<file path="src/common/lgc_pkg.sv">
// Purpose: Shared constants, types and decode functions for the link pin configuration block
// Assumes: 8-bit registers at byte offsets; one 200 MHz core clock
// Notes: Back-channel bit timing is derived from core_clk standing in for the oscillator
package lgc_pkg;
  // Register offsets
  localparam logic [7:0] LGC_ADDR_PIN9 = 8'h1A;
  localparam logic [7:0] LGC_ADDR_PIN0 = 8'h1D;
  localparam logic [7:0] LGC_ADDR_PIN12 = 8'h1E;
  localparam logic [7:0] LGC_ADDR_PIN3 = 8'h1F;
  localparam logic [7:0] LGC_ADDR_REG56 = 8'h20;
  localparam logic [7:0] LGC_ADDR_REG78 = 8'h21;
  localparam logic [7:0] LGC_ADDR_BCRATE = 8'h23;
  localparam logic [7:0] LGC_ADDR_PORTSEL = 8'h34;
  localparam logic [7:0] LGC_ADDR_CCMODE = 8'h43;
  localparam logic [7:0] LGC_ADDR_INLO = 8'h6E;
  localparam logic [7:0] LGC_ADDR_INHI = 8'h6F;
  // Field positions
  localparam int LGC_BC_DIV_SEL_BIT = 6;
  localparam int LGC_BC_FAST_BIT = 4;
  localparam int LGC_FIRST_PORT_BIT = 0;
  localparam int LGC_SECOND_PORT_BIT = 1;
  // Reset values
  localparam logic [7:0] LGC_PORTSEL_RST = 8'h01;
  localparam logic [1:0] LGC_STRAP_SETTLE = 2'h2;
  // Pin configuration nibble codes
  localparam logic [3:0] LGC_CFG_FWD_OUT = 4'h5;
  localparam logic [3:0] LGC_CFG_INPUT = 4'h3;
  localparam logic [3:0] LGC_CFG_DRIVE_LOW = 4'h1;
  localparam logic [3:0] LGC_CFG_DRIVE_HIGH = 4'h9;
  // Timing: oscillator bit period at the fastest back-channel rate
  localparam int LGC_CORE_PERIOD_NS = 5;
  localparam int LGC_OSC_PERIOD_NS = 50;
  localparam logic [3:0] LGC_OSC_DIV = 4'((LGC_OSC_PERIOD_NS + LGC_CORE_PERIOD_NS - 1)
                                          / LGC_CORE_PERIOD_NS);
  localparam logic [1:0] LGC_DIV1_LAST = 2'h0;
  localparam logic [1:0] LGC_DIV2_LAST = 2'h1;
  localparam logic [1:0] LGC_DIV4_LAST = 2'h3;
  localparam logic [4:0] LGC_FRAME_BITS = 5'h1E;
  localparam int LGC_SYNC_W = 14;

  typedef enum logic [2:0] {
    LGC_MODE_NORMAL = 3'b000,
    LGC_MODE_FAST1 = 3'b001,
    LGC_MODE_FAST2 = 3'b010,
    LGC_MODE_FAST4 = 3'b011
  } lgc_ccmode_e;

  // Bit periods between samples, so samples are evenly spread over a frame
  function automatic logic [4:0] lgc_sample_gap(input logic [2:0] mode);
    case (mode)
      LGC_MODE_NORMAL: lgc_sample_gap = 5'h1E;
      LGC_MODE_FAST4: lgc_sample_gap = 5'h05;
      LGC_MODE_FAST2: lgc_sample_gap = 5'h03;
      LGC_MODE_FAST1: lgc_sample_gap = 5'h02;
      default: lgc_sample_gap = 5'h1E;
    endcase
  endfunction

  // High-speed pins that a control-channel mode allows
  function automatic logic [3:0] lgc_hs_mask(input logic [2:0] mode);
    case (mode)
      LGC_MODE_NORMAL: lgc_hs_mask = 4'hF;
      LGC_MODE_FAST4: lgc_hs_mask = 4'hF;
      LGC_MODE_FAST2: lgc_hs_mask = 4'h3;
      LGC_MODE_FAST1: lgc_hs_mask = 4'h1;
      default: lgc_hs_mask = 4'h0;
    endcase
  endfunction

  // Returns {oe, out}; unknown codes leave the pin undriven
  function automatic logic [1:0] lgc_drive(input logic [3:0] nib, input logic fwd,
                                           input logic fwd_ok);
    case (nib)
      LGC_CFG_FWD_OUT: lgc_drive = fwd_ok ? {1'b1, fwd} : 2'b00;
      LGC_CFG_DRIVE_LOW: lgc_drive = 2'b10;
      LGC_CFG_DRIVE_HIGH: lgc_drive = 2'b11;
      default: lgc_drive = 2'b00;
    endcase
  endfunction
endpackage

</file>
<file path="src/core/lgc_bc_timing.sv">
// Purpose: Back-channel bit rate, frame and sample strobes
// Assumes: Rate settings come from registers on core_clk
// Notes: Sample gaps divide the frame length exactly, so samples stay frame aligned
`timescale 1ns/10ps
`default_nettype none
module lgc_bc_timing (
  input wire logic core_clk,
  input wire logic rst_b,
  input wire logic fast_en,
  input wire logic div_sel,
  input wire logic [2:0] mode,
  output logic frame_stb,
  output logic sample_stb
);
  import lgc_pkg::*;

  typedef struct packed {
    logic [3:0] osc_cnt;
    logic [1:0] div_cnt;
    logic [4:0] bit_cnt;
    logic [4:0] gap_cnt;
  } lgc_timing_s;

  lgc_timing_s st;
  lgc_timing_s next_st;
  logic [1:0] div_last;
  logic osc_tick;
  logic bit_tick;
  logic [4:0] gap;

  always_comb begin
    div_last = fast_en ? LGC_DIV1_LAST : (div_sel ? LGC_DIV2_LAST : LGC_DIV4_LAST);
    osc_tick = (st.osc_cnt == LGC_OSC_DIV - 4'h1);
    bit_tick = osc_tick && (st.div_cnt >= div_last);
    gap = lgc_sample_gap(mode);
    frame_stb = bit_tick && (st.bit_cnt == LGC_FRAME_BITS - 5'h01);
    sample_stb = bit_tick && (frame_stb || st.gap_cnt >= gap - 5'h01);
    next_st = st;
    next_st.osc_cnt = osc_tick ? 4'h0 : st.osc_cnt + 4'h1;
    if (osc_tick) begin
      next_st.div_cnt = bit_tick ? 2'h0 : st.div_cnt + 2'h1;
    end
    if (bit_tick) begin
      next_st.bit_cnt = frame_stb ? 5'h00 : st.bit_cnt + 5'h01;
      next_st.gap_cnt = sample_stb ? 5'h00 : st.gap_cnt + 5'h01;
    end
  end

  always_ff @(posedge core_clk or negedge rst_b) begin
    if (!rst_b) begin
      st <= '0;
    end else begin
      st <= next_st;
    end
  end
endmodule // lgc_bc_timing
`default_nettype wire

</file>
<file path="src/core/lgc_gpio_top.sv">
// Purpose: Pin configuration, tunnelling and local pin logic of the link deserializer
// Assumes: Register accesses arrive already decoded from the local and remote control paths
// Notes: Local accesses win; the remote path waits on rem_ready
`timescale 1ns/10ps
`default_nettype none
// Function
// - Tunnelled pins act as forward-channel outputs or back-channel inputs.
// - Port-select bits choose whether config registers mean normal or fast pins.
// - Fast pins work only with two link lanes active.
// - Nibble 0x5 selects forward output, 0x3 selects back-channel input.
// - Tunnelled pins may also be read locally or driven locally.
// - Divider select picks divide by four or by two for back channel.
// - Fast back-channel bit forces divide by one; strap pin presets it.
// - Control-channel mode sets fast pin count and samples per frame.
// - Register-only pins are locally driven or read, never tunnelled.
// - Register-pin mode overrides the shared audio input.
// - Local pin state reachable by local and remote register access.
// - Local nibble: 0x1 drive low, 0x9 drive high, 0x3 input.
// - Input levels reported in the two input state registers.
// - Reduced colour mode follows the paired serializer, not software.
// - Reads return selected copy, the second port when both; writes hit all selected.
module lgc_gpio_top (
  input wire logic core_clk,
  input wire logic rst_b,
  input wire logic loc_wr,
  input wire logic loc_rd,
  input wire logic [7:0] loc_addr,
  input wire logic [7:0] loc_wdata,
  input wire logic rem_wr,
  input wire logic rem_rd,
  input wire logic [7:0] rem_addr,
  input wire logic [7:0] rem_wdata,
  output logic rem_ready,
  output logic [7:0] rd_data,
  output logic rd_valid,
  output logic rd_remote,
  input wire logic two_lane,
  input wire logic remote_18bit,
  input wire logic [3:0] fwd_gpio,
  input wire logic [3:0] fwd_hs_gpio,
  input wire logic mode_strap_pin,
  input wire logic [3:0] gpio_in,
  output logic [3:0] gpio_out,
  output logic [3:0] gpio_oe,
  input wire logic [3:0] hs_gpio_in,
  output logic [3:0] hs_gpio_out,
  output logic [3:0] hs_gpio_oe,
  input wire logic [4:0] regpin_in,
  output logic [4:0] regpin_out,
  output logic [4:0] regpin_oe,
  output logic [3:0] audio_pin_in,
  output logic [3:0] bc_gpio,
  output logic bc_frame_stb,
  output logic [3:0] bc_hs_gpio,
  output logic bc_hs_stb,
  output logic color_18bit_mode
);
  import lgc_pkg::*;

  typedef struct packed {
    logic [1:0][7:0] pin0_config;
    logic [1:0][7:0] pin1_pin2_config;
    logic [1:0][7:0] pin3_config;
    logic [7:0] pin9_local_config;
    logic [7:0] regpin5_6_config;
    logic [7:0] regpin7_8_config;
    logic [7:0] back_channel_rate_ctl;
    logic [7:0] port_select;
    logic [7:0] control_channel_mode;
    logic [7:0] rd_data;
    logic rd_valid;
    logic rd_remote;
    logic [1:0] strap_cnt;
    logic strap_done;
    logic [3:0] gpio_out;
    logic [3:0] gpio_oe;
    logic [3:0] hs_out;
    logic [3:0] hs_oe;
    logic [4:0] reg_out;
    logic [4:0] reg_oe;
    logic [3:0] audio;
    logic [3:0] bc_gpio;
    logic bc_frame;
    logic [3:0] bc_hs;
    logic bc_hs_stb;
    logic color18;
  } lgc_state_s;

  lgc_state_s st;
  lgc_state_s next_st;
  logic [LGC_SYNC_W-1:0] sync_q;
  logic strap_s;
  logic [3:0] gpio_s;
  logic [3:0] hs_s;
  logic [4:0] reg_s;
  logic frame_stb;
  logic sample_stb;
  logic acc_wr;
  logic acc_rd;
  logic [7:0] acc_addr;
  logic [7:0] acc_wdata;
  logic rd_copy;
  logic [1:0][3:0][3:0] tun_nib;
  logic [4:0][3:0] reg_nib;
  logic [3:0] hs_allow;
  logic [3:0] in_tun;
  logic [1:0] drv;

  // Level reported only while the pin is configured as an input
  function automatic logic in_level(input logic [3:0] nib, input logic lvl);
    in_level = (nib == LGC_CFG_INPUT) && lvl;
  endfunction

  // Only the three local codes hand a shared pin over to register mode
  function automatic logic reg_mode(input logic [3:0] nib);
    reg_mode = (nib == LGC_CFG_INPUT) || (nib == LGC_CFG_DRIVE_LOW)
               || (nib == LGC_CFG_DRIVE_HIGH);
  endfunction

  lgc_pin_sync u_sync (
    .core_clk(core_clk),
    .rst_b(rst_b),
    .async_in({regpin_in, hs_gpio_in, gpio_in, mode_strap_pin}),
    .sync_out(sync_q)
  );

  assign strap_s = sync_q[0];
  assign gpio_s = sync_q[4:1];
  assign hs_s = sync_q[8:5];
  assign reg_s = sync_q[13:9];

  lgc_bc_timing u_timing (
    .core_clk(core_clk),
    .rst_b(rst_b),
    .fast_en(st.back_channel_rate_ctl[LGC_BC_FAST_BIT]),
    .div_sel(st.back_channel_rate_ctl[LGC_BC_DIV_SEL_BIT]),
    .mode(st.control_channel_mode[2:0]),
    .frame_stb(frame_stb),
    .sample_stb(sample_stb)
  );

  // Local requests take the register port first; remote ones wait
  assign rem_ready = !(loc_wr || loc_rd);
  assign acc_wr = loc_wr || (rem_wr && rem_ready);
  assign acc_rd = loc_rd || (rem_rd && rem_ready);
  assign acc_addr = (loc_wr || loc_rd) ? loc_addr : rem_addr;
  assign acc_wdata = (loc_wr || loc_rd) ? loc_wdata : rem_wdata;
  assign rd_copy = st.port_select[LGC_SECOND_PORT_BIT];

  always_comb begin
    // Copy 0 configures the normal pins, copy 1 the fast pins
    for (int c = 0; c < 2; c++) begin
      tun_nib[c][0] = st.pin0_config[c][3:0];
      tun_nib[c][1] = st.pin1_pin2_config[c][3:0];
      tun_nib[c][2] = st.pin1_pin2_config[c][7:4];
      tun_nib[c][3] = st.pin3_config[c][3:0];
    end
    reg_nib[0] = st.regpin5_6_config[3:0];
    reg_nib[1] = st.regpin5_6_config[7:4];
    reg_nib[2] = st.regpin7_8_config[3:0];
    reg_nib[3] = st.regpin7_8_config[7:4];
    reg_nib[4] = st.pin9_local_config[3:0];
    hs_allow = two_lane ? lgc_hs_mask(st.control_channel_mode[2:0]) : 4'h0;
    for (int i = 0; i < 4; i++) begin
      in_tun[i] = rd_copy ? (tun_nib[1][i] == LGC_CFG_INPUT) && hs_allow[i] && hs_s[i]
                          : (tun_nib[0][i] == LGC_CFG_INPUT) && gpio_s[i];
    end
  end

  always_comb begin
    next_st = st;
    drv = 2'b00;
    next_st.rd_valid = 1'b0;
    next_st.bc_frame = frame_stb;
    next_st.bc_hs_stb = 1'b0;
    next_st.color18 = remote_18bit;
    // Strap is taken once, after the synchroniser output has settled
    if (!st.strap_done) begin
      next_st.strap_cnt = st.strap_cnt + 2'h1;
      if (st.strap_cnt == LGC_STRAP_SETTLE) begin
        next_st.strap_done = 1'b1;
        next_st.back_channel_rate_ctl[LGC_BC_FAST_BIT] = strap_s;
      end
    end
    if (acc_wr) begin
      case (acc_addr)
        LGC_ADDR_PIN0: begin
          for (int c = 0; c < 2; c++) begin
            if (st.port_select[c]) begin
              next_st.pin0_config[c] = acc_wdata;
            end
          end
        end
        LGC_ADDR_PIN12: begin
          for (int c = 0; c < 2; c++) begin
            if (st.port_select[c]) begin
              next_st.pin1_pin2_config[c] = acc_wdata;
            end
          end
        end
        LGC_ADDR_PIN3: begin
          for (int c = 0; c < 2; c++) begin
            if (st.port_select[c]) begin
              next_st.pin3_config[c] = acc_wdata;
            end
          end
        end
        LGC_ADDR_PIN9: next_st.pin9_local_config = acc_wdata;
        LGC_ADDR_REG56: next_st.regpin5_6_config = acc_wdata;
        LGC_ADDR_REG78: next_st.regpin7_8_config = acc_wdata;
        LGC_ADDR_BCRATE: next_st.back_channel_rate_ctl = acc_wdata;
        LGC_ADDR_PORTSEL: next_st.port_select = {6'h00, acc_wdata[1:0]};
        LGC_ADDR_CCMODE: next_st.control_channel_mode = {5'h00, acc_wdata[2:0]};
        default: next_st.rd_remote = st.rd_remote;
      endcase
    end
    if (acc_rd) begin
      next_st.rd_valid = 1'b1;
      next_st.rd_remote = !(loc_wr || loc_rd);
      case (acc_addr)
        LGC_ADDR_PIN0: next_st.rd_data = st.pin0_config[rd_copy];
        LGC_ADDR_PIN12: next_st.rd_data = st.pin1_pin2_config[rd_copy];
        LGC_ADDR_PIN3: next_st.rd_data = st.pin3_config[rd_copy];
        LGC_ADDR_PIN9: next_st.rd_data = st.pin9_local_config;
        LGC_ADDR_REG56: next_st.rd_data = st.regpin5_6_config;
        LGC_ADDR_REG78: next_st.rd_data = st.regpin7_8_config;
        LGC_ADDR_BCRATE: next_st.rd_data = st.back_channel_rate_ctl;
        LGC_ADDR_PORTSEL: next_st.rd_data = st.port_select;
        LGC_ADDR_CCMODE: next_st.rd_data = st.control_channel_mode;
        LGC_ADDR_INLO: begin
          next_st.rd_data[3:0] = in_tun;
          next_st.rd_data[4] = 1'b0;
          for (int j = 0; j < 3; j++) begin
            next_st.rd_data[5 + j] = in_level(reg_nib[j], reg_s[j]);
          end
        end
        LGC_ADDR_INHI: begin
          next_st.rd_data = 8'h00;
          next_st.rd_data[0] = in_level(reg_nib[3], reg_s[3]);
          next_st.rd_data[1] = in_level(reg_nib[4], reg_s[4]);
        end
        default: next_st.rd_data = 8'h00;
      endcase
    end
    // Pin drives are registered so every pad changes on a clock edge
    for (int i = 0; i < 4; i++) begin
      drv = lgc_drive(tun_nib[0][i], fwd_gpio[i], 1'b1);
      next_st.gpio_oe[i] = drv[1];
      next_st.gpio_out[i] = drv[0];
      drv = lgc_drive(tun_nib[1][i], fwd_hs_gpio[i], 1'b1);
      next_st.hs_oe[i] = drv[1] && hs_allow[i];
      next_st.hs_out[i] = drv[0] && hs_allow[i];
      if (frame_stb) begin
        next_st.bc_gpio[i] = in_level(tun_nib[0][i], gpio_s[i]);
      end
      if (sample_stb) begin
        next_st.bc_hs[i] = in_level(tun_nib[1][i], hs_allow[i] && hs_s[i]);
      end
    end
    if (sample_stb && (hs_allow != 4'h0)) begin
      next_st.bc_hs_stb = 1'b1;
    end
    for (int j = 0; j < 5; j++) begin
      // Forward code is refused here: these pins never cross the link
      drv = lgc_drive(reg_nib[j], 1'b0, 1'b0);
      next_st.reg_oe[j] = drv[1];
      next_st.reg_out[j] = drv[0];
    end
    for (int j = 0; j < 4; j++) begin
      next_st.audio[j] = reg_s[j] && !reg_mode(reg_nib[j]);
    end
  end

  always_ff @(posedge core_clk or negedge rst_b) begin
    if (!rst_b) begin
      st <= '0;
      // Only the first port copy is selected out of reset
      st.port_select <= LGC_PORTSEL_RST;
    end else begin
      st <= next_st;
    end
  end

  assign rd_data = st.rd_data;
  assign rd_valid = st.rd_valid;
  assign rd_remote = st.rd_remote;
  assign gpio_out = st.gpio_out;
  assign gpio_oe = st.gpio_oe;
  assign hs_gpio_out = st.hs_out;
  assign hs_gpio_oe = st.hs_oe;
  assign regpin_out = st.reg_out;
  assign regpin_oe = st.reg_oe;
  assign audio_pin_in = st.audio;
  assign bc_gpio = st.bc_gpio;
  assign bc_frame_stb = st.bc_frame;
  assign bc_hs_gpio = st.bc_hs;
  assign bc_hs_stb = st.bc_hs_stb;
  assign color_18bit_mode = st.color18;
endmodule // lgc_gpio_top
`default_nettype wire

</file>
<file path="src/core/lgc_pin_sync.sv">
// Purpose: Two-stage synchroniser for all pin inputs
// Assumes: Inputs are asynchronous to core_clk
// Notes: Only the second stage is visible outside
`timescale 1ns/10ps
`default_nettype none
module lgc_pin_sync (
  input wire logic core_clk,
  input wire logic rst_b,
  input wire logic [lgc_pkg::LGC_SYNC_W-1:0] async_in,
  output logic [lgc_pkg::LGC_SYNC_W-1:0] sync_out
);
  import lgc_pkg::*;

  typedef struct packed {
    logic [LGC_SYNC_W-1:0] stage1;
    logic [LGC_SYNC_W-1:0] stage2;
  } lgc_sync_s;

  lgc_sync_s st;
  lgc_sync_s next_st;

  always_comb begin
    next_st = st;
    next_st.stage1 = async_in;
    next_st.stage2 = st.stage1;
  end

  always_ff @(posedge core_clk or negedge rst_b) begin
    if (!rst_b) begin
      st <= '0;
    end else begin
      st <= next_st;
    end
  end

  assign sync_out = st.stage2;
endmodule // lgc_pin_sync
`default_nettype wire

</file>
<file path="config.mk">
export PLATFORM = sky130hd
export DESIGN_NAME = lgc_gpio_top
export DESIGN_NICKNAME = d
export VERILOG_FILES = /design/src/common/lgc_pkg.sv /design/src/core/lgc_bc_timing.sv /design/src/core/lgc_gpio_top.sv /design/src/core/lgc_pin_sync.sv
export SDC_FILE = /design/constraint.sdc
export NUM_CORES = 1
export LEC_CHECK = 0
export BUFFER_PORTS_ARGS = -buffer_cell sky130_fd_sc_hd__buf_2
export CELL_PAD_IN_SITES_DETAIL_PLACEMENT = 1
export CELL_PAD_IN_SITES_GLOBAL_PLACEMENT = 1
export CORE_ASPECT_RATIO = 1.1
export CORE_MARGIN = 1.5
export CORE_UTILIZATION = 24
export DETAILED_ROUTE_END_ITERATION = 12
export GPL_TIMING_DRIVEN = 0
export PLACE_DENSITY = 0.59
export SYNTH_ARGS = -nofsm -noshare
export SYNTH_HDL_FRONTEND = slang
export SYNTH_SLANG_ARGS = --single-unit
</file>
<file path="constraint.sdc">
create_clock -name core_clk -period 3.7 [get_ports core_clk]
set_clock_uncertainty 0.2 [all_clocks]
set_input_delay 0.555 -clock core_clk [delete_from_list [all_inputs] [get_ports core_clk]]
set_output_delay 0.555 -clock core_clk [all_outputs]
set_load 0.01 [all_outputs]
</file>
==> results.sh, run 1 <==
export IMPL_worst_hold_slack_ns=0.0235
export IMPL_p_int_mw=3.24
export IMPL_slew_violations=0
export IMPL_cp_common_cell="nand2_1"
export IMPL_grt_ovfl_total=0
export IMPL_cp_data_required_time_ns=3.83
export IMPL_cp_arrival_ns=3.49
export IMPL_grt_max_degree=99
export IMPL_row_count=71
export IMPL_die_x_um=181
export IMPL_combPwrFrac_pct=12.8
export IMPL_yosysSeqAreaShare_pct=54.6
export IMPL_vias=6535
export IMPL_dieHeight_um=199
export IMPL_tritoncts="yes"
export IMPL_design_area_mm2=0.0102
export IMPL_crit_buf_inv=1
export IMPL_layout_nets=1024
export IMPL_synth_fp_nets=884
export IMPL_first_iter_violations=432
export IMPL_hold_class="input port to register"
export IMPL_path_cells="or2_2, ha_1, a21boi_0, o21a_1, nand2_1, inv_1, a211o_1, nand2_1, mux2_2"
export IMPL_crit_path_max_incr_delay_ns=0.43
export IMPL_postRouteAntennaNets=0
export IMPL_clockRootBuffer="clkbuf_16"
export IMPL_place_inst=1363
export IMPL_switching_power_mw=1.36
export IMPL_synthFlopType="dfrtp_1"
export IMPL_portBuffers=113
export IMPL_clock_latency_ns=0.46
export IMPL_netlist_area_mm2=0.00838
export IMPL_grt_pass1_vias=6968
export IMPL_worstPathMaxFanout=9
export IMPL_antenna_found_initial=1
export IMPL_finalHoldViolations=0
export IMPL_power_leakage_nw=4.68
export IMPL_setup_tns_ns=0
export IMPL_place_congestion=0.814
export IMPL_async_flop_share_pct=100
export IMPL_routed_wirelength_um=26100
export IMPL_outcome="finished clean"
export IMPL_utilization_pct=29.7
export IMPL_post_route_period_util_pct=90.8
export IMPL_cts_sinks=183
export IMPL_htreeDepth=4
export IMPL_crit_family="simple AND/OR/NAND/NOR gates"
export IMPL_num_io_pins=114
export IMPL_switching_share_pct=29.6
export IMPL_first_pass_iters=5
export IMPL_grt_first_pass_wirelength_um=40600
export IMPL_yosys_cell_types_count=67
export IMPL_finalSetupViolations=0
export IMPL_grt_usage_pct=15.1
export IMPL_synth_edff_count=0
export IMPL_period_minus_slack_ns=3.36
export IMPL_worst_slew_margin_rel_pct=11.4
export IMPL_finalNonFillerCells=1401
export IMPL_area_growth_syn_to_layout_pct=21.4
export IMPL_p_clk_share_pct=39.5
export IMPL_grt_setup_unrepaired="false"
export IMPL_slowest_stage="dfrtp_1"
export IMPL_drc=0
export IMPL_vias_per_cell=4.66
export IMPL_dp_hpwl_um=19100
export IMPL_clk_pin_slew_ns=0.08
export IMPL_drive_gt1_share_pct=24.4
export IMPL_cts_made_buffers=17
export IMPL_tightest_slew_ns=1.29
export IMPL_seqPwrFrac_pct=47.7
export IMPL_max_freq_ghz=0.298
export IMPL_die_area_mm2=0.0361
export IMPL_cts_setup_buffers=0
export IMPL_fp_coreArea_mm2=0.0343
export IMPL_wire_per_inst_um=18.6
export IMPL_syn_inst=810
export IMPL_initial_core_util_pct=24.4
export IMPL_avgSynthCellArea_um2=10.3
export IMPL_fillers=3927
export IMPL_path_class="register to register"
export IMPL_p_per_area_mw_per_mm2=452
export IMPL_ir_worst_vdd_uv=301
export IMPL_num_antenna_cells=0
export IMPL_startpoint_type="register"
export IMPL_dpl_cell_area_mm2=0.00955
export IMPL_clockBufferDepth=2
export IMPL_maxCapViolCount=0
export IMPL_ys_warn_count=0
export IMPL_critPathCaptureType="register"
export IMPL_ys_seq_elements=183
==> layout make-up <==
type,instances,area [µm²],share of cell area (%)
flip-flops and latches,183,4580,45.0
multi-input cells,526,3230,31.7
repair buffers,121,674,6.63
well taps,438,548,5.38
plain buffers,76,482,4.73
clock buffers,18,439,4.32
clock inverters,14,129,1.27
inverters,25,93.8,0.922
==> kinds of logic (layout without fill, tap and decap cells) <==
family / after synthesis / count (layout) / synth area share, %
AND/OR/NAND/NOR: 268 / 268 / 16.4
AO/OA/AOI/OAI: 197 / 197 / 14.4
flip-flops: 183 / 183 / 54.6
buffers and inverters: 101 / 254 / 6.87
multiplexers: 43 / 43 / 5.27
adder cells (fa/ha/maj): 12 / 12 / 1.79
XOR/XNOR: 6 / 6 / 0.627
==> synthesized netlist by cell type (all sizes together) (3+ instances only) <==
cell type | instances | area share, %
nor3b | 3 | 0.27
o21ai | 88 | 5.3
buf | 58 | 4.9
a2bb2oi | 3 | 0.31
a22oi | 6 | 0.54
mux2 | 9 | 1.2
nand4 | 8 | 0.60
nor4 | 14 | 1.3
nand3 | 6 | 0.36
clkbuf | 18 | 0.82
and3 | 5 | 0.37
nor2 | 59 | 2.7
a31oi | 12 | 1.3
nor4b | 7 | 0.73
or4 | 8 | 0.81
nand2 | 99 | 4.4
a21oi | 47 | 2.9
mux2i | 34 | 4.1
a211oi | 6 | 0.54
dfrtp | 182 | 54
o211ai | 5 | 0.45
nand2b | 11 | 0.82
nor4bb | 4 | 0.48
a21o | 7 | 0.63
o22ai | 3 | 0.22
nor3 | 8 | 0.54
or2 | 4 | 0.30
nor2b | 12 | 0.90
inv | 25 | 1.1
a22o | 5 | 0.52
ha | 12 | 1.8
nand3b | 4 | 0.36
xnor2 | 4 | 0.42
and2 | 9 | 0.67
==> placed cells by master, fill, tap and decap left out, types with 10 or more instances in the layout <==
master / netlist / layout
dfrtp_1: 182 / 182
buf_2: 9 / 121
nand2_1: 99 / 99
o21ai_0: 77 / 77
nor2_1: 58 / 58
buf_4: 47 / 47
a21oi_1: 45 / 45
mux2i_1: 34 / 33
inv_1: 25 / 25
clkbuf_1: 17 / 17
clkbuf_16: 0 / 17
nor2b_1: 12 / 12
ha_1: 12 / 12
nand2b_1: 11 / 11
nor4_1: 10 / 10
==> metrics by stage <==
step | setup WS [ns] | total power [mW]
floorplan | 0.901 | 2.55
global placement | -1.40 | 2.79
detailed placement | 0.0177 | 2.83
CTS | 0.266 | 4.67
global route | 0.185 | 4.81
finish | 0.342 | 4.60
==> state kept, by name, summed over array words and instances, names as in the netlist, 4 cells and up <==
name             flops
rd_data              8
reg_nib             20
hs_gpio_oe           4
audio_pin_in         4
gpio_oe              4
st                  67
bc_hs_gpio           4
regpin_oe            5
regpin_out           5
bc_gpio              4
u_sync.sync_out     14
hs_gpio_out          4
gpio_out             4
u_timing.st         16
u_sync.next_st      14
==> worst reg2reg max path: stages, from the launching register on <==
cell      delay (ns)
dfrtp_1         0.43
or2_2           0.31
ha_1            0.27
a21boi_0        0.14
o21a_1          0.23
nand2_1         0.37
inv_1           0.12
a211o_1         0.38
nand2_1         0.41
mux2_2          0.39
==> repair_timing <==
| action | CTS | global route |
|---|---|---|
| gates resized for setup | 0 | 0 |
| hold buffers | 6 | 0 |
| endpoints found under the hold margin | 89 | 0 |
==> final timing paths <==
kind	from	endpoint	slack [ns]	cells past startpoint
max in group asynchronous	rst_b	hs_gpio_out[0]	1.87	3
worst max-delay path	st[76]	bc_hs_gpio[0]	0.34	9
worst min-delay path	regpin_in[2]	u_sync.next_st[11]	0.02	1
worst max register to register	st[76]	bc_hs_gpio[0]	0.34	9
worst min register to register	u_sync.next_st[3]	u_sync.sync_out[3]	0.15	0
min in group asynchronous	rst_b	gpio_out[2]	0.50	2
==> metal layers <==
metal	global-route usage (%)	part of all wire, %
met5	0	0.042
met4	4.41	1.3
met3	2.51	3.2
met2	26.3	50
met1	19.2	46
==> power groups by stage <==
stage / clock, mW / combinational [mW] / sequential [mW]
floorplan: 0 / 0.351 / 2.20
global placement: 0 / 0.560 / 2.23
detailed placement: 0 / 0.592 / 2.23
CTS: 1.88 / 0.601 / 2.19
global route: 1.95 / 0.662 / 2.21
finish: 1.82 / 0.587 / 2.19
Note: power is estimated with default switching activity, not from simulation.
==> inputs of run 2 (changes only) <==
- HOLD_SLACK_MARGIN: default -> 0.15
==> run 2 against run 1 <==
Effect of this change: die area did not move; core utilization increased by 0.29 points; critical path type unchanged; non-clock buffer count up 10; fmax barely moved.
==> results.sh, run 2 (synthesized netlist as in run 1, its figures left out) <==
export IMPL_crit_path_max_incr_delay_ns=0.43
export IMPL_path_class="register to register"
export IMPL_dpl_cell_area_mm2=0.00955
export IMPL_slew_violations=0
export IMPL_initial_core_util_pct=24.4
export IMPL_critPathCaptureType="register"
export IMPL_grt_ovfl_total=0
export IMPL_finalSetupViolations=0
export IMPL_worst_hold_slack_ns=0.151
export IMPL_path_cells="or2_2, ha_1, a21boi_0, o21a_1, nand2_1, inv_1, a211o_1, nand2_1, mux2_2"
export IMPL_vias_per_cell=4.71
export IMPL_routed_wirelength_um=26200
export IMPL_dp_hpwl_um=19100
export IMPL_tritoncts="yes"
export IMPL_power_leakage_nw=4.72
export IMPL_p_per_area_mw_per_mm2=448
export IMPL_clk_pin_slew_ns=0.08
export IMPL_first_pass_iters=4
export IMPL_setup_tns_ns=0
export IMPL_crit_buf_inv=1
export IMPL_cp_arrival_ns=3.48
export IMPL_period_minus_slack_ns=3.36
export IMPL_ir_worst_vdd_uv=299
export IMPL_first_iter_violations=360
export IMPL_fin_ws_ns=0.342
export IMPL_grt_usage_pct=15.2
export IMPL_maxCapViolCount=0
export IMPL_startpoint="st[76]"
export IMPL_drc=0
export IMPL_final_cell_mix="182 x dfrtp_1, 121 x buf_2, 99 x nand2_1"
export IMPL_wire_per_inst_um=18.5
export IMPL_cp_common_cell="nand2_1"
export IMPL_clock_latency_ns=0.45
export IMPL_grt_setup_unrepaired="false"
export IMPL_clockBufferDepth=2
export IMPL_portBuffers=113
export IMPL_grt_max_degree=99
export IMPL_die_area_mm2=0.0361
export IMPL_fp_coreArea_mm2=0.0343
export IMPL_num_io_pins=114
export IMPL_vias=6647
export IMPL_antenna_found_initial=1
export IMPL_total_power_mw=4.60
export IMPL_outcome="finished clean"
export IMPL_finalNonFillerCells=1411
export IMPL_post_place_ws_ns=0.0177
export IMPL_hold_class="register to register"
export IMPL_rrSetupSlack_ns=0.34
export IMPL_crit_family="simple AND/OR/NAND/NOR gates"
export IMPL_utilization_pct=30.0
export IMPL_hp_start="u_sync.next_st[3]"
export IMPL_tightest_slew_ns=1.29
export IMPL_clockRootBuffer="clkbuf_16"
export IMPL_worst_slew_margin_rel_pct=11.2
export IMPL_cts_made_buffers=17
export IMPL_cp_data_required_time_ns=3.82
export IMPL_largest_register_ffs=67
export IMPL_drive_gt1_share_pct=24.2
export IMPL_layout_nets=1034
export IMPL_startpoint_type="register"
export IMPL_postRouteAntennaNets=0
export IMPL_place_congestion=0.814
export IMPL_die_x_um=181
export IMPL_row_count=71
export IMPL_post_route_period_util_pct=90.7
export IMPL_num_antenna_cells=0
export IMPL_mostFrequentLayoutCell="dfrtp_1"
export IMPL_dieHeight_um=199
export IMPL_max_freq_ghz=0.298
export IMPL_cts_sinks=183
export IMPL_grt_pass1_vias=7019
export IMPL_htreeDepth=4
export IMPL_slowest_stage="dfrtp_1"
export IMPL_worstPathMaxFanout=9
export IMPL_grt_first_pass_wirelength_um=40800
export IMPL_area_growth_syn_to_layout_pct=22.6
export IMPL_design_area_mm2=0.0103
export IMPL_top_register="st"
export IMPL_r2r_start="st[76]"
export IMPL_finalHoldViolations=0
export IMPL_place_inst=1363
## run 2: path summary, 6_finish.rpt
check / to / cells after the start
worst max-delay path: bc_hs_gpio[0] / 9
min in group asynchronous: gpio_out[2] / 2
worst min register to register: u_sync.sync_out[3] / 0
worst min-delay path: u_sync.sync_out[3] / 0
worst max register to register: bc_hs_gpio[0] / 9
max in group asynchronous: bc_hs_gpio[0] / 3
## run 2: worst reg2reg max path: stages (launching register included)
cell      delay, ns
dfrtp_1        0.43
or2_2          0.31
ha_1           0.27
a21boi_0       0.14
o21a_1         0.23
nand2_1        0.37
inv_1          0.12
a211o_1        0.38
nand2_1        0.40
mux2_2         0.39
## run 2: timing repair
action	in CTS	in global routing
endpoints found under the hold margin	99	0
gates resized for setup	0	0
setup buffers	0	0
endpoints found under the setup margin	0	0
hold buffers	16	0
## run 2: power by group
part | switching, mW | internal, mW | leakage, nW | total, mW
clock | 0.902 | 0.912 | 0.284 | 1.81
sequential | 0.0931 | 2.10 | 2.43 | 2.19
combinational | 0.362 | 0.234 | 2.01 | 0.595
total | 1.36 | 3.25 | 4.72 | 4.60
## run 2: layout make-up
cell class / instances / area (µm²)
buffer: 76 / 482
clock buffer: 18 / 439
clock inverter: 14 / 129
fill: 3923 / 24000
inverter: 25 / 93.8
multi-input combinational: 526 / 3230
sequential: 183 / 4580
tap: 438 / 548
timing repair buffer: 131 / 774
## run 2: layer usage
metal	track usage, %	share of wire, %	vias to the layer above
li1	-	-	3112
met3	2.51	3.3	19
met2	26.5	50	134
met1	19.2	45	3380
met5	0	0.042	-
met4	4.41	1.2	2
==> inputs of run 3 (changes only) <==
- GPL_TIMING_DRIVEN: 0 -> 1
==> run 3 against run 2 <==
Effect of this change: non-clock buffer count down 38; combinational power down 1%; sequential share of layout area up 0.71 points; register-to-register slack better by 0.19 ns; via count down 4.1%; fmax up 6.1%; setup slack better by 0.19 ns; largest power group unchanged; flip-flop and latch count unchanged; hold slack better by 0.0010 ns.
==> results.sh, run 3 (synthesized netlist as in run 1, its figures left out) <==
export IMPL_finalSetupViolations=0
export IMPL_tightest_slew_ns=0.858
export IMPL_setup_tns_ns=0
export IMPL_path_class="register to register"
export IMPL_critPathCaptureType="register"
export IMPL_slowest_stage="dfrtp_1"
export IMPL_ir_worst_vdd_uv=305
export IMPL_first_pass_iters=4
export IMPL_dieHeight_um=199
export IMPL_die_x_um=181
export IMPL_cp_common_cell="a21o_1"
export IMPL_worstPathMaxFanout=7
export IMPL_postRouteAntennaNets=0
export IMPL_hold_class="register to register"
export IMPL_row_count=71
export IMPL_max_freq_ghz=0.316
export IMPL_slew_violations=0
export IMPL_final_cell_mix="182 x dfrtp_1, 112 x buf_2, 99 x nand2_1"
export IMPL_period_minus_slack_ns=3.17
export IMPL_place_congestion=0.809
export IMPL_grt_setup_unrepaired="false"
export IMPL_antenna_found_initial=2
export IMPL_routed_wirelength_um=25600
export IMPL_first_iter_violations=325
export IMPL_outcome="finished clean"
export IMPL_clockRootBuffer="clkbuf_16"
export IMPL_crit_path_max_incr_delay_ns=0.47
export IMPL_cp_arrival_ns=3.30
export IMPL_cts_setup_buffers=0
export IMPL_cts_resized=0
export IMPL_top_register="st"
export IMPL_drc=0
export IMPL_p_per_area_mw_per_mm2=468
export IMPL_post_route_period_util_pct=85.6
export IMPL_num_antenna_cells=0
export IMPL_htreeDepth=4
export IMPL_finalHoldViolations=0
export IMPL_met2_length_um=12500
export IMPL_hp_start="u_sync.next_st[3]"
export IMPL_crit_buf_inv=1
export IMPL_drive_gt1_share_pct=22.8
export IMPL_top_layer_used="met5"
export IMPL_maxCapViolCount=0
export IMPL_path_cells="nand2b_1, nor2_1, ha_1, ha_1, a21o_1, a21o_1, a21o_1, a211o_1, nand2_1, buf_4, mux2_2"
export IMPL_clockBufferDepth=2
export IMPL_grt_max_degree=83
export IMPL_clock_latency_ns=0.45
export IMPL_mostFrequentLayoutCell="dfrtp_1"
export IMPL_layout_nets=996
export IMPL_cp_data_required_time_ns=3.84
export IMPL_met3_length_um=1330
export IMPL_cts_sinks=183
export IMPL_crit_family="compound AO/OA/AOI/OAI gates"
export IMPL_r2r_start="st[56]"
export IMPL_grt_pass1_vias=6666
export IMPL_num_io_pins=114
export IMPL_vias_per_cell=4.64
export IMPL_startpoint_type="register"
export IMPL_area_growth_syn_to_layout_pct=20.7
export IMPL_worst_slew_margin_rel_pct=42.3
export IMPL_grt_first_pass_wirelength_um=39900
export IMPL_cts_made_buffers=17
export IMPL_tritoncts="yes"
export IMPL_clk_pin_slew_ns=0.08
export IMPL_vias=6373
export IMPL_cts_hold_buffers=17
export IMPL_dp_hpwl_um=18700
export IMPL_initial_core_util_pct=24.4
export IMPL_grt_ovfl_total=0
export IMPL_power_leakage_nw=4.59
export IMPL_startpoint="st[56]"
export IMPL_wl_met1_um=11400
export IMPL_portBuffers=113
export IMPL_place_inst=1324
export IMPL_fp_coreArea_mm2=0.0343
export IMPL_grt_usage_pct=14.9
export IMPL_finalNonFillerCells=1373
export IMPL_die_area_mm2=0.0361
export IMPL_largest_register_ffs=67
export IMPL_wire_per_inst_um=18.6
run 3: changes by cell type in the layout (fill, tap and decap cells not counted), sizes merged:
cell,delta
buf,-22
bufinv,+2
clkbuf,-17
clkinv,-2
dlygate4sd3,+1
run 3: path summary, 6_finish.rpt:
path,end,slack [ns],cells past startpoint
min in group asynchronous,regpin_oe[1],0.52,2
min reg2reg,u_sync.sync_out[3],0.15,0
max in group asynchronous,u_timing.st[1],1.96,3
min,u_sync.sync_out[3],0.15,0
max reg2reg,bc_hs_gpio[0],0.53,11
max,bc_hs_gpio[0],0.53,11
run 3: final cells by class:
cell class / instances / area (µm²)
fill: 3954 / 24200
sequential: 183 / 4580
multi-input combinational: 526 / 3230
timing repair buffer: 169 / 1050
tap: 438 / 548
clock buffer: 18 / 439
clock inverter: 14 / 178
inverter: 25 / 93.8
run 3: through the flow:
stage | instance area [µm²] | utilization [%] | worst slack [ns] | hold WS (ns) | power [mW]
6_report | 10100 | 29.5 | 0.534 | 0.152 | 4.74
5_1_grt | 10100 | 29.5 | 0.375 | 0.159 | 4.97
4_1_cts | 10100 | 29.5 | 0.538 | 0.155 | 4.82
3_5_place_dp | 9330 | 27.2 | 0.188 | 0.136 | 2.82
3_3_place_gp | 9330 | 27.2 | 0.212 | 0.132 | 2.81
2_1_floorplan | 8380 | - | 0.901 | 0.0594 | 2.55
run 3: worst register-to-register path: cells and delay by family, from the launching register on:
kind	cells	cell delay, ns
AO/OA/AOI/OAI	4	0.89
multiplexers	1	0.34
flip-flops	1	0.47
AND/OR/NAND/NOR	3	0.48
adder cells (fa/ha/maj)	2	0.52
buffers and inverters	1	0.16
run 3: layer usage:
layer  vias to the layer above  GRT usage, %
met3                        22          3.15
met4                         2          4.51
met1                      3180          19.1
met5                         -             0
met2                       136          25.1
li1                       3033             -
run 3: report_power, final:
group | switching, mW | internal [mW]
clock network | 0.901 | 1.05
logic | 0.350 | 0.239
registers | 0.0992 | 2.10
total | 1.35 | 3.39
